`src/shared/rtc_cfg.svh`:
```
// constants for the clock/calendar timekeeping core
`ifndef RTC_CFG_SVH
`define RTC_CFG_SVH

// ************************************************************
// clock rates and timing
// ************************************************************
`define REF_HZ 26'd40000000
`define XTAL_HZ 26'd32768
`define UIP_LEAD_US 244
`define US_PER_S 1000000
`define DIV_W 15
`define DIV_FULL 15'h7fff
`define DIV_HALF 15'h4000

// ************************************************************
// register offsets
// ************************************************************
`define ADDR_W 4
`define CAL_BYTES 10
`define OFS_SEC 4'h0
`define OFS_ASEC 4'h1
`define OFS_MIN 4'h2
`define OFS_AMIN 4'h3
`define OFS_HOUR 4'h4
`define OFS_AHOUR 4'h5
`define OFS_DOW 4'h6
`define OFS_DATE 4'h7
`define OFS_MON 4'h8
`define OFS_YEAR 4'h9
`define OFS_CTRL_A 4'ha
`define OFS_CTRL_B 4'hb
`define OFS_STAT 4'hc

// ************************************************************
// field positions
// ************************************************************
`define A_UIP 7
`define B_SET 7
`define B_PIE 6
`define B_AIE 5
`define B_UIE 4
`define B_SQUARE_WAVE_ENABLE 3
`define B_DM 2
`define B_H24 1
`define B_DSE 0
`define HR_PM 7
`define SEC_WMASK 8'h7f
`define FULL_WMASK 8'hff
`define WILD_CODE 2'b11

// ************************************************************
// counting limits, binary
// ************************************************************
`define BCD_RADIX 7'h0a
`define SEC_MAX 7'h3b
`define HR24_MAX 7'h17
`define HR12_MAX 7'h0c
`define HR12_PRE 7'h0b
`define DOW_MAX 7'h07
`define MON_MAX 7'h0c
`define YEAR_MAX 7'h63
`define ONE 7'h01
`define ZERO 7'h00
`define SUNDAY 7'h01
`define APRIL 7'h04
`define OCTOBER 7'h0a
`define FEB 7'h02
`define APR 7'h04
`define JUN 7'h06
`define SEP 7'h09
`define NOV 7'h0b
`define DAYS_31 7'h1f
`define DAYS_30 7'h1e
`define DAYS_29 7'h1d
`define DAYS_28 7'h1c
`define DST_HOUR 7'h01
`define DST_JUMP 7'h03
`define WEEK_LAST 7'h07
`define OCT_LAST_SUN 7'h19
`define RS_LOW_CODES 4'h3
`define RS_LOW_TAP 4'h5
`define RS_HIGH_TAP 4'h2

// ************************************************************
// power-on values
// ************************************************************
`define CAL_RST_ZERO 8'h00
`define CAL_RST_ONE 8'h01
`define OSC_RST 3'h0
`define RS_RST 4'h0

`endif

```
`src/shared/rtc_pkg.sv`:
```
// types for the clock/calendar timekeeping core
package rtc_pkg;
    typedef logic [7:0] cal_byte_t;
    typedef logic [6:0] bin_t;
    // oscillator control patterns, one-hot state of the chain
    typedef enum logic [2:0] {
        OSC_OFF = 3'b001,
        OSC_RUN = 3'b010,
        OSC_HOLD = 3'b100
    } osc_mode_t;
endpackage

```
`src/rtc_core.sv`:
```
// timekeeping, alarm and control core of the clock/calendar
`include "rtc_cfg.svh"
`timescale 1ns/1ps
`default_nettype none

module rtc_core
    import rtc_pkg::*;
(
    // clock and resets
    input wire logic ref_clk,
    input wire logic srst,
    input wire logic por,
    // register port
    input wire logic [`ADDR_W-1:0] addr,
    input wire logic [7:0] wr_data,
    input wire logic wr_stb,
    input wire logic rd_stb,
    output logic [7:0] rd_data,
    // pins
    output logic irq_oe,
    output logic sqw
);

    // ************************************************************
    // helpers
    // ************************************************************
    function automatic bin_t to_bin(input cal_byte_t v, input logic bin);
        return bin ? v[6:0] : 7'(v[7:4] * 4'ha + v[3:0]);
    endfunction

    function automatic cal_byte_t to_fmt(input bin_t b, input logic bin);
        return bin ? {1'b0, b} : {4'(b / `BCD_RADIX), 4'(b % `BCD_RADIX)};
    endfunction

    // ************************************************************
    // storage
    // ************************************************************
    cal_byte_t cal_r [0:`CAL_BYTES-1];
    cal_byte_t cal_nxt [0:`CAL_BYTES-1];
    logic [2:0] osc_r;
    logic [3:0] rs_r;
    logic set_r, pie_r, aie_r, uie_r, square_wave_enable_r, dm_r, h24_r, dse_r;
    logic pf_r, af_r, uf_r;
    logic [25:0] acc_r;
    logic [`DIV_W-1:0] div_r;
    logic tap_q_r;
    logic upd_d_r;
    logic fall_done_r;
    logic [7:0] rd_data_r;
    logic irq_oe_r;
    logic sqw_r;

    // ************************************************************
    // access decode
    // ************************************************************
    wire logic acc_ok = ~srst & ~por;
    wire logic wr_en = wr_stb & acc_ok;
    wire logic rd_en = rd_stb & acc_ok;
    wire logic wr_a = wr_en & (addr == `OFS_CTRL_A);
    wire logic wr_b = wr_en & (addr == `OFS_CTRL_B);
    wire logic rd_c = rd_en & (addr == `OFS_STAT);

    // ************************************************************
    // 32.768 khz tick and divider chain
    // ************************************************************
    wire logic [25:0] acc_sum = acc_r + `XTAL_HZ;
    wire logic tick = acc_sum >= `REF_HZ;
    osc_mode_t osc_mode;
    always_comb begin
        case (osc_r)
            3'b010: osc_mode = OSC_RUN;
            3'b110, 3'b111: osc_mode = OSC_HOLD;
            default: osc_mode = OSC_OFF;
        endcase
    end
    wire logic run = (osc_mode == OSC_RUN);
    wire logic [`DIV_W-1:0] uip_ticks =
        `DIV_W'((`UIP_LEAD_US * 32768 + `US_PER_S - 1) / `US_PER_S);
    wire logic sec_evt = run & tick & (div_r == `DIV_FULL);
    wire logic upd = sec_evt & ~set_r;
    wire logic update_pending = run & ~set_r & (div_r > (`DIV_FULL - uip_ticks));

    always_ff @(posedge ref_clk) begin
        if (tick) begin
            acc_r <= acc_sum - `REF_HZ;
        end else begin
            acc_r <= acc_sum;
        end
    end

    // held chain restarts half way so the first second lasts 500 ms
    always_ff @(posedge ref_clk) begin
        if (!run) begin
            div_r <= `DIV_HALF;
        end else if (tick) begin
            div_r <= div_r + 1'b1;
        end
    end

    // ************************************************************
    // rate tap
    // ************************************************************
    wire logic [3:0] tap_idx = (rs_r < `RS_LOW_CODES) ? (rs_r + `RS_LOW_TAP)
                                                      : (rs_r - `RS_HIGH_TAP);
    wire logic tap_on = (rs_r != 4'h0);
    wire logic tap_bit = tap_on & div_r[tap_idx];
    wire logic per_evt = tap_bit & ~tap_q_r;

    // ************************************************************
    // next calendar values, all arithmetic in binary
    // ************************************************************
    wire logic bin = dm_r;
    wire bin_t s_b = to_bin({1'b0, cal_r[`OFS_SEC][6:0]}, bin);
    wire bin_t m_b = to_bin(cal_r[`OFS_MIN], bin);
    wire bin_t h_b = to_bin({1'b0, cal_r[`OFS_HOUR][6:0]}, bin);
    wire logic pm = ~h24_r & cal_r[`OFS_HOUR][`HR_PM];
    wire bin_t dw_b = to_bin(cal_r[`OFS_DOW], bin);
    wire bin_t dt_b = to_bin(cal_r[`OFS_DATE], bin);
    wire bin_t mo_b = to_bin(cal_r[`OFS_MON], bin);
    wire bin_t yr_b = to_bin(cal_r[`OFS_YEAR], bin);
    wire logic leap = (yr_b[1:0] == 2'b00);
    wire bin_t mlen = (mo_b == `FEB) ? (leap ? `DAYS_29 : `DAYS_28) :
                      ((mo_b == `APR) | (mo_b == `JUN) | (mo_b == `SEP) |
                       (mo_b == `NOV)) ? `DAYS_30 : `DAYS_31;
    wire logic c_min = (s_b == `SEC_MAX);
    wire logic c_hr = c_min & (m_b == `SEC_MAX);
    wire logic at_dst = c_hr & dse_r & (h_b == `DST_HOUR) & ~pm &
                        (dw_b == `SUNDAY);
    wire logic spring = at_dst & (mo_b == `APRIL) & (dt_b <= `WEEK_LAST);
    wire logic fall = at_dst & (mo_b == `OCTOBER) &
                      (dt_b >= `OCT_LAST_SUN) & ~fall_done_r;

    bin_t s_n, m_n, h_n, dw_n, dt_n, mo_n, yr_n;
    logic pm_n, c_day, c_mon, c_yr;
    always_comb begin
        s_n = c_min ? `ZERO : s_b + `ONE;
        m_n = c_min ? ((m_b == `SEC_MAX) ? `ZERO : m_b + `ONE) : m_b;
        h_n = h_b;
        pm_n = pm;
        c_day = 1'b0;
        if (c_hr) begin
            if (h24_r) begin
                c_day = (h_b == `HR24_MAX);
                h_n = c_day ? `ZERO : h_b + `ONE;
            end else if (h_b == `HR12_PRE) begin
                h_n = `HR12_MAX;
                pm_n = ~pm;
                c_day = pm;
            end else if (h_b == `HR12_MAX) begin
                h_n = `ONE;
            end else begin
                h_n = h_b + `ONE;
            end
        end
        if (spring) begin
            h_n = `DST_JUMP;
        end
        if (fall) begin
            h_n = `DST_HOUR;
        end
        c_mon = c_day & (dt_b >= mlen);
        c_yr = c_mon & (mo_b == `MON_MAX);
        dw_n = c_day ? ((dw_b >= `DOW_MAX) ? `ONE : dw_b + `ONE) : dw_b;
        dt_n = c_day ? (c_mon ? `ONE : dt_b + `ONE) : dt_b;
        mo_n = c_mon ? (c_yr ? `ONE : mo_b + `ONE) : mo_b;
        yr_n = c_yr ? ((yr_b == `YEAR_MAX) ? `ZERO : yr_b + `ONE) : yr_b;
    end

    wire cal_byte_t hour_fmt = to_fmt(h_n, bin);
    always_comb begin
        for (int k = 0; k < `CAL_BYTES; k++) begin
            cal_nxt[k] = cal_r[k];
        end
        cal_nxt[`OFS_SEC] = to_fmt(s_n, bin);
        cal_nxt[`OFS_MIN] = to_fmt(m_n, bin);
        cal_nxt[`OFS_HOUR] = h24_r ? hour_fmt : {pm_n, hour_fmt[6:0]};
        cal_nxt[`OFS_DOW] = to_fmt(dw_n, bin);
        cal_nxt[`OFS_DATE] = to_fmt(dt_n, bin);
        cal_nxt[`OFS_MON] = to_fmt(mo_n, bin);
        cal_nxt[`OFS_YEAR] = to_fmt(yr_n, bin);
    end

    // ************************************************************
    // calendar and alarm bytes
    // ************************************************************
    genvar gi;
    generate
        for (gi = 0; gi < `CAL_BYTES; gi++) begin : g_cal
            localparam cal_byte_t RST = ((gi == `OFS_DOW) || (gi == `OFS_DATE) ||
                                         (gi == `OFS_MON)) ? `CAL_RST_ONE : `CAL_RST_ZERO;
            localparam cal_byte_t WMASK = (gi == `OFS_SEC) ? `SEC_WMASK : `FULL_WMASK;
            wire logic hit = wr_en & (addr == `ADDR_W'(gi));
            always_ff @(posedge ref_clk) begin
                if (por) begin
                    cal_r[gi] <= RST;
                end else if (hit) begin
                    cal_r[gi] <= wr_data & WMASK;
                end else if (upd) begin
                    cal_r[gi] <= cal_nxt[gi];
                end
            end
        end
    endgenerate

    // fall back happens once per day
    always_ff @(posedge ref_clk) begin
        if (por) begin
            fall_done_r <= 1'b0;
        end else if (upd & fall) begin
            fall_done_r <= 1'b1;
        end else if (upd & c_day) begin
            fall_done_r <= 1'b0;
        end
    end

    // ************************************************************
    // alarm compare, one cycle after the advance
    // ************************************************************
    wire logic [2:0] amatch;
    generate
        for (gi = 0; gi < 3; gi++) begin : g_alm
            wire cal_byte_t t = cal_r[2 * gi];
            wire cal_byte_t a = cal_r[2 * gi + 1];
            assign amatch[gi] = (a[7:6] == `WILD_CODE) | (a == t);
        end
    endgenerate
    wire logic alarm_evt = upd_d_r & (&amatch);

    always_ff @(posedge ref_clk) begin
        if (por | srst) begin
            upd_d_r <= 1'b0;
            tap_q_r <= 1'b0;
        end else begin
            upd_d_r <= upd;
            tap_q_r <= tap_bit;
        end
    end

    // ************************************************************
    // control registers
    // ************************************************************
    always_ff @(posedge ref_clk) begin
        if (por) begin
            osc_r <= `OSC_RST;
            rs_r <= `RS_RST;
            set_r <= 1'b0;
            dm_r <= 1'b0;
            h24_r <= 1'b0;
            dse_r <= 1'b0;
        end else if (wr_a) begin
            osc_r <= wr_data[6:4];
            rs_r <= wr_data[3:0];
        end else if (wr_b) begin
            set_r <= wr_data[`B_SET];
            dm_r <= wr_data[`B_DM];
            h24_r <= wr_data[`B_H24];
            dse_r <= wr_data[`B_DSE];
        end
    end

    // enables cleared by reset; update enable also by inhibit
    always_ff @(posedge ref_clk) begin
        if (por | srst) begin
            pie_r <= 1'b0;
            aie_r <= 1'b0;
            uie_r <= 1'b0;
            square_wave_enable_r <= 1'b0;
        end else if (wr_b) begin
            pie_r <= wr_data[`B_PIE];
            aie_r <= wr_data[`B_AIE];
            uie_r <= wr_data[`B_UIE] & ~wr_data[`B_SET];
            square_wave_enable_r <= wr_data[`B_SQUARE_WAVE_ENABLE];
        end
    end

    // ************************************************************
    // flags: a new event wins over the read clear
    // ************************************************************
    always_ff @(posedge ref_clk) begin
        if (por | srst) begin
            pf_r <= 1'b0;
            af_r <= 1'b0;
            uf_r <= 1'b0;
        end else begin
            pf_r <= (pf_r & ~rd_c) | per_evt;
            af_r <= (af_r & ~rd_c) | alarm_evt;
            uf_r <= (uf_r & ~rd_c) | upd_d_r;
        end
    end

    wire logic pf_n = (pf_r & ~rd_c) | per_evt;
    wire logic af_n = (af_r & ~rd_c) | alarm_evt;
    wire logic uf_n = (uf_r & ~rd_c) | upd_d_r;
    wire logic irq_now = (pf_r & pie_r) | (af_r & aie_r) | (uf_r & uie_r);
    wire logic irq_nxt = (pf_n & pie_r) | (af_n & aie_r) | (uf_n & uie_r);

    // ************************************************************
    // read mux
    // ************************************************************
    wire logic [7:0] reg_a = {update_pending, osc_r, rs_r};
    wire logic [7:0] reg_b = {set_r, pie_r, aie_r, uie_r, square_wave_enable_r, dm_r, h24_r, dse_r};
    wire logic [7:0] reg_c = {irq_now, pf_r, af_r, uf_r, 4'h0};
    wire logic [7:0] rd_mux = (addr < `ADDR_W'(`CAL_BYTES)) ? cal_r[addr] :
                              (addr == `OFS_CTRL_A) ? reg_a :
                              (addr == `OFS_CTRL_B) ? reg_b :
                              (addr == `OFS_STAT) ? reg_c : 8'h00;

    // ************************************************************
    // outputs
    // ************************************************************
    always_ff @(posedge ref_clk) begin
        if (por | srst) begin
            rd_data_r <= 8'h00;
            irq_oe_r <= 1'b0;
            sqw_r <= 1'b0;
        end else begin
            rd_data_r <= rd_en ? rd_mux : 8'h00;
            irq_oe_r <= irq_nxt;
            sqw_r <= square_wave_enable_r & tap_bit;
        end
    end

    assign rd_data = rd_data_r;
    assign irq_oe = irq_oe_r;
    assign sqw = sqw_r;

endmodule // rtc_core

`default_nettype wire

```
`config.mk`:
```
export PLATFORM = sky130hd
export DESIGN_NAME = rtc_core
export DESIGN_NICKNAME = d
export VERILOG_FILES = /design/src/shared/rtc_pkg.sv /design/src/rtc_core.sv
export VERILOG_INCLUDE_DIRS = /design/src /design/src/shared
export SDC_FILE = /design/constraint.sdc
export NUM_CORES = 1
export LEC_CHECK = 0
export ABC_AREA = 1
export ABC_CLOCK_PERIOD_IN_PS = 5570
export BUFFER_PORTS_ARGS = -buffer_cell sky130_fd_sc_hd__buf_2
export CAP_MARGIN = 20
export CORE_MARGIN = 2
export CORE_UTILIZATION = 50
export CTS_BUF_LIST = sky130_fd_sc_hd__clkbuf_16
export DETAILED_ROUTE_END_ITERATION = 16
export GPL_TIMING_DRIVEN = 0
export PLACE_DENSITY_LB_ADDON = 0.1
export SETUP_SLACK_MARGIN = 0.1
export SYNTH_ARGS = -nofsm -noshare
export SYNTH_HDL_FRONTEND = slang
export SYNTH_SLANG_ARGS = --single-unit
```
`constraint.sdc`:
```
create_clock -name ref_clk -period 5.57 [get_ports ref_clk]
set_input_delay 0.557 -clock ref_clk [delete_from_list [all_inputs] [get_ports ref_clk]]
set_output_delay 0.557 -clock ref_clk [all_outputs]
set_load 0.005 [all_outputs]
```
==> qor.yml, run 1 <==
status: "complete, no violations"
fp-row-count: 60
dr_total_vias: 14250
synth-seq-cells: 143
portBuffers: 26
crit_path_max_incr_delay_ps: 560
finalSetupViolations: 0
synthArstFlopShare: 0
yosysSeqAreaShare: 0.2718
synth_compound_gate_area_share: 0.1571
synth_xor_area_frac: 0.03772
synthFlopType: "edfxtp_1"
die_x_um: 169.5
worstSetupEndpointType: "register"
grt_pass1_wl_um: 68170
cts_num_sinks: 143
dp_hpwl_um: 32880
wl_per_cell_um: 17.64
place_ws_ps: -437.3
synthCells: 2051
drtIter0Drc: 1294
r2r_cells: 42
timing.final.ws_setup_ps: 57.36
fin_skew_ps: 17.54
cp_data_arrival_time_ps: 5710
coreArea_mm2: 0.02695
syn_area_mm2: 0.01370
min-delay-start: "wr_data[5]"
fin_setup_tns_ps: 0
r2r-start: "cal_r[8][5]$_SDFFCE_PN0P_"
finalPower_mw: 3.305
die_y_um: 169.5
cts_buffers: 17
min_period_ps: 5513
synthToLayoutAreaGrowth_pct: 17.13
avgSynthCellArea_um2: 6.679
antenna_found_initial: 0
irDropWorstVdd_mv: 0.2278
grt_setup_unrepaired: "true"
first_global_vias: 13000
htreeDepth: 4
place_congestion: 0.9626
stdcell_count: 2514
yosys.area_share.simple: 0.3409
pin_count: 27
start_util: 0.5083
worstMarginPinSlew_ps: 1142
hold_class: "in2reg"
grt-ovfl-total: 0
die-area_mm2: 0.02874
synth_top_family_by_area: "simple AND/OR/NAND/NOR gates"
crit_path_max_fanout: 6
synth-adder-area-share: 0.08878
max_slew_margin: 0.2384
final_nets: 2267
cp_slowest_cell: "fa_2"
grt_usage: 0.3051
synth_edf_count: 86
wl_um: 44340
yosys.area.top_type: "edfxtp_1"
synthDistinctLibCells: 68
yosysTopAreaCellShare: 0.1885
worstHoldPathCells: 3
cellLeakagePower_nw: 7.506
path_class: "reg2reg"
r2r-end: "cal_r[9][2]$_DFFE_PP_"
cts_buffer_depth: 2
synth_area_leaders: "edfxtp_1 19%, nand2_1 15%, inv_1 8.5%, dfxtp_1 8.3%, ha_1 7.1%"
drv_cap: 0
ant_nets: 0
via_per_inst: 5.669
holdPathEnd: "aie_r$_SDFFE_PP0P_"
muxShareOfSynthArea: 0
critPathLaunchType: "register"
postLayoutCoreUtil: 0.5953
worst_ep_required_time_ps: 5760
clock-root-buffer: "clkbuf_16"
whs_ps: 425.3
layout_commonest_cell: "nand2_1"
drc: 0
cts_hold_buf: 0
fmax_ghz: 0.1814
cts_tree: "done"
dp_cells: 2418
n_antenna_cell: 0
maxSlewViolCount: 0
place_area_mm2: 0.01425
mostFrequentLayoutCells: "516 x nand2_1, 290 x inv_1, 166 x nor2_1, 133 x nand3_1, 133 x o21ai_0"
syn_nets: 2158
ff2ff_setup_slack_ps: 60
ys_warn_count: 0
stdcell_area_mm2: 0.01604
first_pass_iters: 5
clk_transition_reported_paths_ps: 70
p_per_area_mw_per_mm2: 206.0
finalCritPeriodShare: 0.9897
clock_latency_ps: 440
finalHoldViolCount: 0
grt_max_degree: 17
drive_gt1_frac: 0.1684
[routing by layer]
| metal | routed length [um] | vias up | GRT usage |
|---|---|---|---|
| li1 | - | 7011 | - |
| met1 | 18730 | 6613 | 0.3972 |
| met2 | 20730 | 511 | 0.5052 |
| met3 | 3075 | 117 | 0.04804 |
| met4 | 1809 | 0 | 0.1275 |
| met5 | 0 | - | 0 |
[worst max path at each step]
| stage | slack [ps] | cells past startpoint | startpoint | endpoint |
|---|---|---|---|---|
| finish | 60 | 42 | cal_r[8][5]$_SDFFCE_PN0P_ | cal_r[9][2]$_DFFE_PP_ |
| global route | -260 | 45 | cal_r[8][5]$_SDFFCE_PN0P_ | cal_r[9][2]$_DFFE_PP_ |
| CTS | 70 | 43 | cal_r[8][5]$_SDFFCE_PN0P_ | cal_r[9][2]$_DFFE_PP_ |
| detailed placement | -440 | 43 | cal_r[8][5]$_SDFFCE_PN0P_ | cal_r[9][2]$_DFFE_PP_ |
| global placement | -270 | 43 | cal_r[8][5]$_SDFFCE_PN0P_ | cal_r[9][2]$_DFFE_PP_ |
| floorplan | 420 | 41 | cal_r[8][5]$_SDFFCE_PN0P_ | cal_r[7][4]$_DFFE_PP_ |
[flip-flops by register name (all words and copies together) (netlist names), 3 cells and up]
| name | cells |
|---|---|
| cal_r | 80 |
| rd_data | 8 |
| osc_r | 3 |
| acc_r | 17 |
| rs_r | 4 |
| div_r | 15 |
[cells by family after synthesis]
| logic type | count (synthesis) |
|---|---|
| buffers and inverters | 361 |
| adder cells (fa/ha/maj) | 90 |
| flip-flops | 143 |
| AND/OR/NAND/NOR | 1043 |
| XOR/XNOR | 59 |
| AO/OA/AOI/OAI | 355 |
[report_power, final]
| part | total, mW | leakage (nW) | switching [mW] | internal [mW] |
|---|---|---|---|---|
| combinational | 0.996 | 5.88 | 0.641 | 0.355 |
| clock | 1.14 | 0.287 | 0.520 | 0.619 |
| sequential | 1.17 | 1.34 | 0.0275 | 1.14 |
| total | 3.30 | 7.51 | 1.19 | 2.12 |
[Yosys cell counts, types with 8 or more instances]
cell,instances
o21ai_1,15
a21oi_1,78
xor2_1,37
clkbuf_1,20
nand4_1,35
o21ai_0,141
o211ai_1,9
inv_1,309
o22ai_1,15
nand3_1,157
inv_2,15
a22oi_1,14
or2_2,8
o21ai_2,11
ha_1,78
edfxtp_1,86
dfxtp_1,57
xnor2_1,22
fa_1,12
o221ai_1,19
nor3_1,20
nand3_2,17
nor2_1,176
nand2_1,562
nand2_2,22
[worst max-delay path, delay by kind of cell (launching register included)]
kind | cells | cell delay (ps)
AOI/OAI and AO/OA | 3 | 520
DFF | 1 | 430
adders and majority gates | 5 | 1460
buffers and inverters | 5 | 260
and+or+nand+nor | 29 | 2570
[area by class of cell]
class	instances	area, um^2
clock buffers	18	450.4
clock inverters	14	136.4
flip-flops and latches	143	3724
plain buffers	35	196.4
fillers	2542	10910
repair buffers	89	628.1
multi-input cells	1548	9244
well taps	341	426.7
inverters	326	1239
[timing repair]
item / in CTS / in global routing
gates resized for setup: 31 / 157
endpoints found under the setup margin: 16 / 30
hold endpoints to repair: 0 / 0
pin swaps: 16 / 84
gates cloned: 1 / 0
setup buffers: 16 / 45
Power figures use the tool's default switching activity.
==> run 2, diff against run 1 <==
- ABC_CLOCK_PERIOD_IN_PS: 5570 -> 4450
- CORE_UTILIZATION: 50 -> 35
- clock period: 5.57 -> 4.45 ns (I/O delays scaled with it)
==> qor.yml, run 2 (same netlist as run 1, synthesis figures left out) <==
drive_gt1_frac: 0.2458
critPathLaunchType: "register"
first_pass_iters: 5
worst_ep_required_time_ps: 4640
reg_top3: "cal_r (80), acc_r (17), div_r (15)"
met3_length_um: 2142
maxSlewViolCount: 0
hold_class: "in2reg"
clock-root-buffer: "clkbuf_16"
first_global_vias: 13670
grt_max_degree: 17
p_per_area_mw_per_mm2: 254.5
n_antenna_cell: 0
dp_hpwl_um: 36420
finalPower_mw: 4.536
irDropWorstVdd_mv: 0.2864
dp_cells: 2595
worstMarginPinSlew_ps: 1244
violations: "setup timing"
crit_path_frequent_cell: "nand2_4"
worstSetupEndpointType: "register"
pin_count: 27
switching_share: 0.3603
status: "complete, but fails checks"
r2r_cells: 40
grt_setup_unrepaired: "true"
wl_met2_um: 23890
top_layer_used: "met4"
fin_setup_tns_ps: -16980
largest_reg_flops: 80
final_nets: 2344
finalCritPeriodShare: 1.220
drc: 0
drtIter0Drc: 927
grt-ovfl-total: 0
finalHoldViolCount: 0
antenna_found_initial: 1
mostFrequentLayoutCells: "479 x nand2_1, 283 x inv_1, 157 x nor2_1, 117 x o21ai_0, 116 x nand3_1"
cts_buffer_depth: 2
coreArea_mm2: 0.03865
whs_ps: 377.9
finalSetupViolations: 29
start_util: 0.3544
fmax_ghz: 0.1842
regMostFlops: "cal_r"
place_congestion: 0.8893
power_frac_clock: 0.343
fin_skew_ps: 12.89
drv_cap: 0
intPower_mw: 2.902
cts_num_sinks: 143
synthToLayoutAreaGrowth_pct: 30.09
via_per_inst: 5.206
clk_transition_reported_paths_ps: 70
cp_slowest_cell: "fa_2"
grt_usage: 0.2379
max_slew_margin: 0.1709
portBuffers: 26
place_ws_ps: -1372
dr_total_vias: 14410
timing.final.ws_setup_ps: -980.0
crit_path_max_fanout: 8
die_x_um: 201.8
grt_pass1_wl_um: 75670
worstHoldPathCells: 4
wl_met1_um: 21860
ant_nets: 0
layout_commonest_cell: "nand2_1"
cp_data_arrival_time_ps: 5620
path_class: "reg2reg"
crit_path_max_incr_delay_ps: 580
fp-row-count: 72
cts_buffers: 17
die_y_um: 201.8
cellLeakagePower_nw: 8.128
wl_um: 49350
cts_hold_buf: 0
clock_latency_ps: 440
min_period_ps: 5430
die-area_mm2: 0.04074
p_switching_mw: 1.634
stdcell_count: 2768
comb_power_share: 0.334
cts_tree: "done"
seq_power_share: 0.322
htreeDepth: 4
wl_per_cell_um: 17.83
run 2: worst paths after layout:
| path | startpoint | end | slack, ps |
|---|---|---|---|
| max | cal_r[8][5]$_SDFFCE_PN0P_ | cal_r[9][2]$_DFFE_PP_ | -980 |
| min | srst | pie_r$_SDFFE_PP0P_ | 380 |
| max reg2reg | cal_r[8][5]$_SDFFCE_PN0P_ | cal_r[9][2]$_DFFE_PP_ | -980 |
| min reg2reg | tap_q_r$_SDFF_PP0_ | pf_r$_SDFF_PP0_ | 470 |
run 2: layer usage:
metal  track usage  vias to the layer above
met4       0.07064                        0
met1        0.3123                     6819
met3       0.02386                       67
li1              -                     7174
met5             0                        -
met2        0.4129                      349
run 2: worst max-delay path, delay by kind of cell, from the launching register on:
kind,cells,cell delay [ps]
fa+ha+maj,5,1500
simple gates,28,2490
buf+inv,5,250
flops,1,430
compound gates,2,510
run 2: layout make-up:
cell class / instances / area, um^2
Fill cell: 3977 / 20830
Multi-Input combinational cell: 1547 / 10010
Sequential cell: 143 / 3729
Timing Repair Buffer: 167 / 1349
Inverter: 326 / 1254
Tap cell: 518 / 648.1
Clock buffer: 19 / 475.5
Buffer: 35 / 200.2
Clock inverter: 13 / 155.1
run 2: power groups by stage:
stage / clock, mW / combinational, mW / sequential (mW)
floorplan: 0 / 0.795 / 1.48
global placement: 0 / 1.02 / 1.49
detailed placement: 0 / 1.03 / 1.50
CTS: 1.56 / 1.32 / 1.46
global route: 1.62 / 1.67 / 1.47
finish: 1.56 / 1.52 / 1.46
run 2: what timing repair did:
action	CTS	global route
gates resized for setup	203	147
setup endpoints to repair	107	53
pin swaps	105	99
buffers inserted	97	48
run 2: metrics by stage:
| step | instance area [um^2] | utilization |
|---|---|---|
| 4_1_cts | 16830 | 0.4356 |
| 3_3_place_gp | 14650 | 0.3790 |
| 5_1_grt | 17820 | 0.4611 |
| 6_report | 17820 | 0.4611 |
| 3_5_place_dp | 14650 | 0.3790 |
| 2_1_floorplan | 13870 | - |
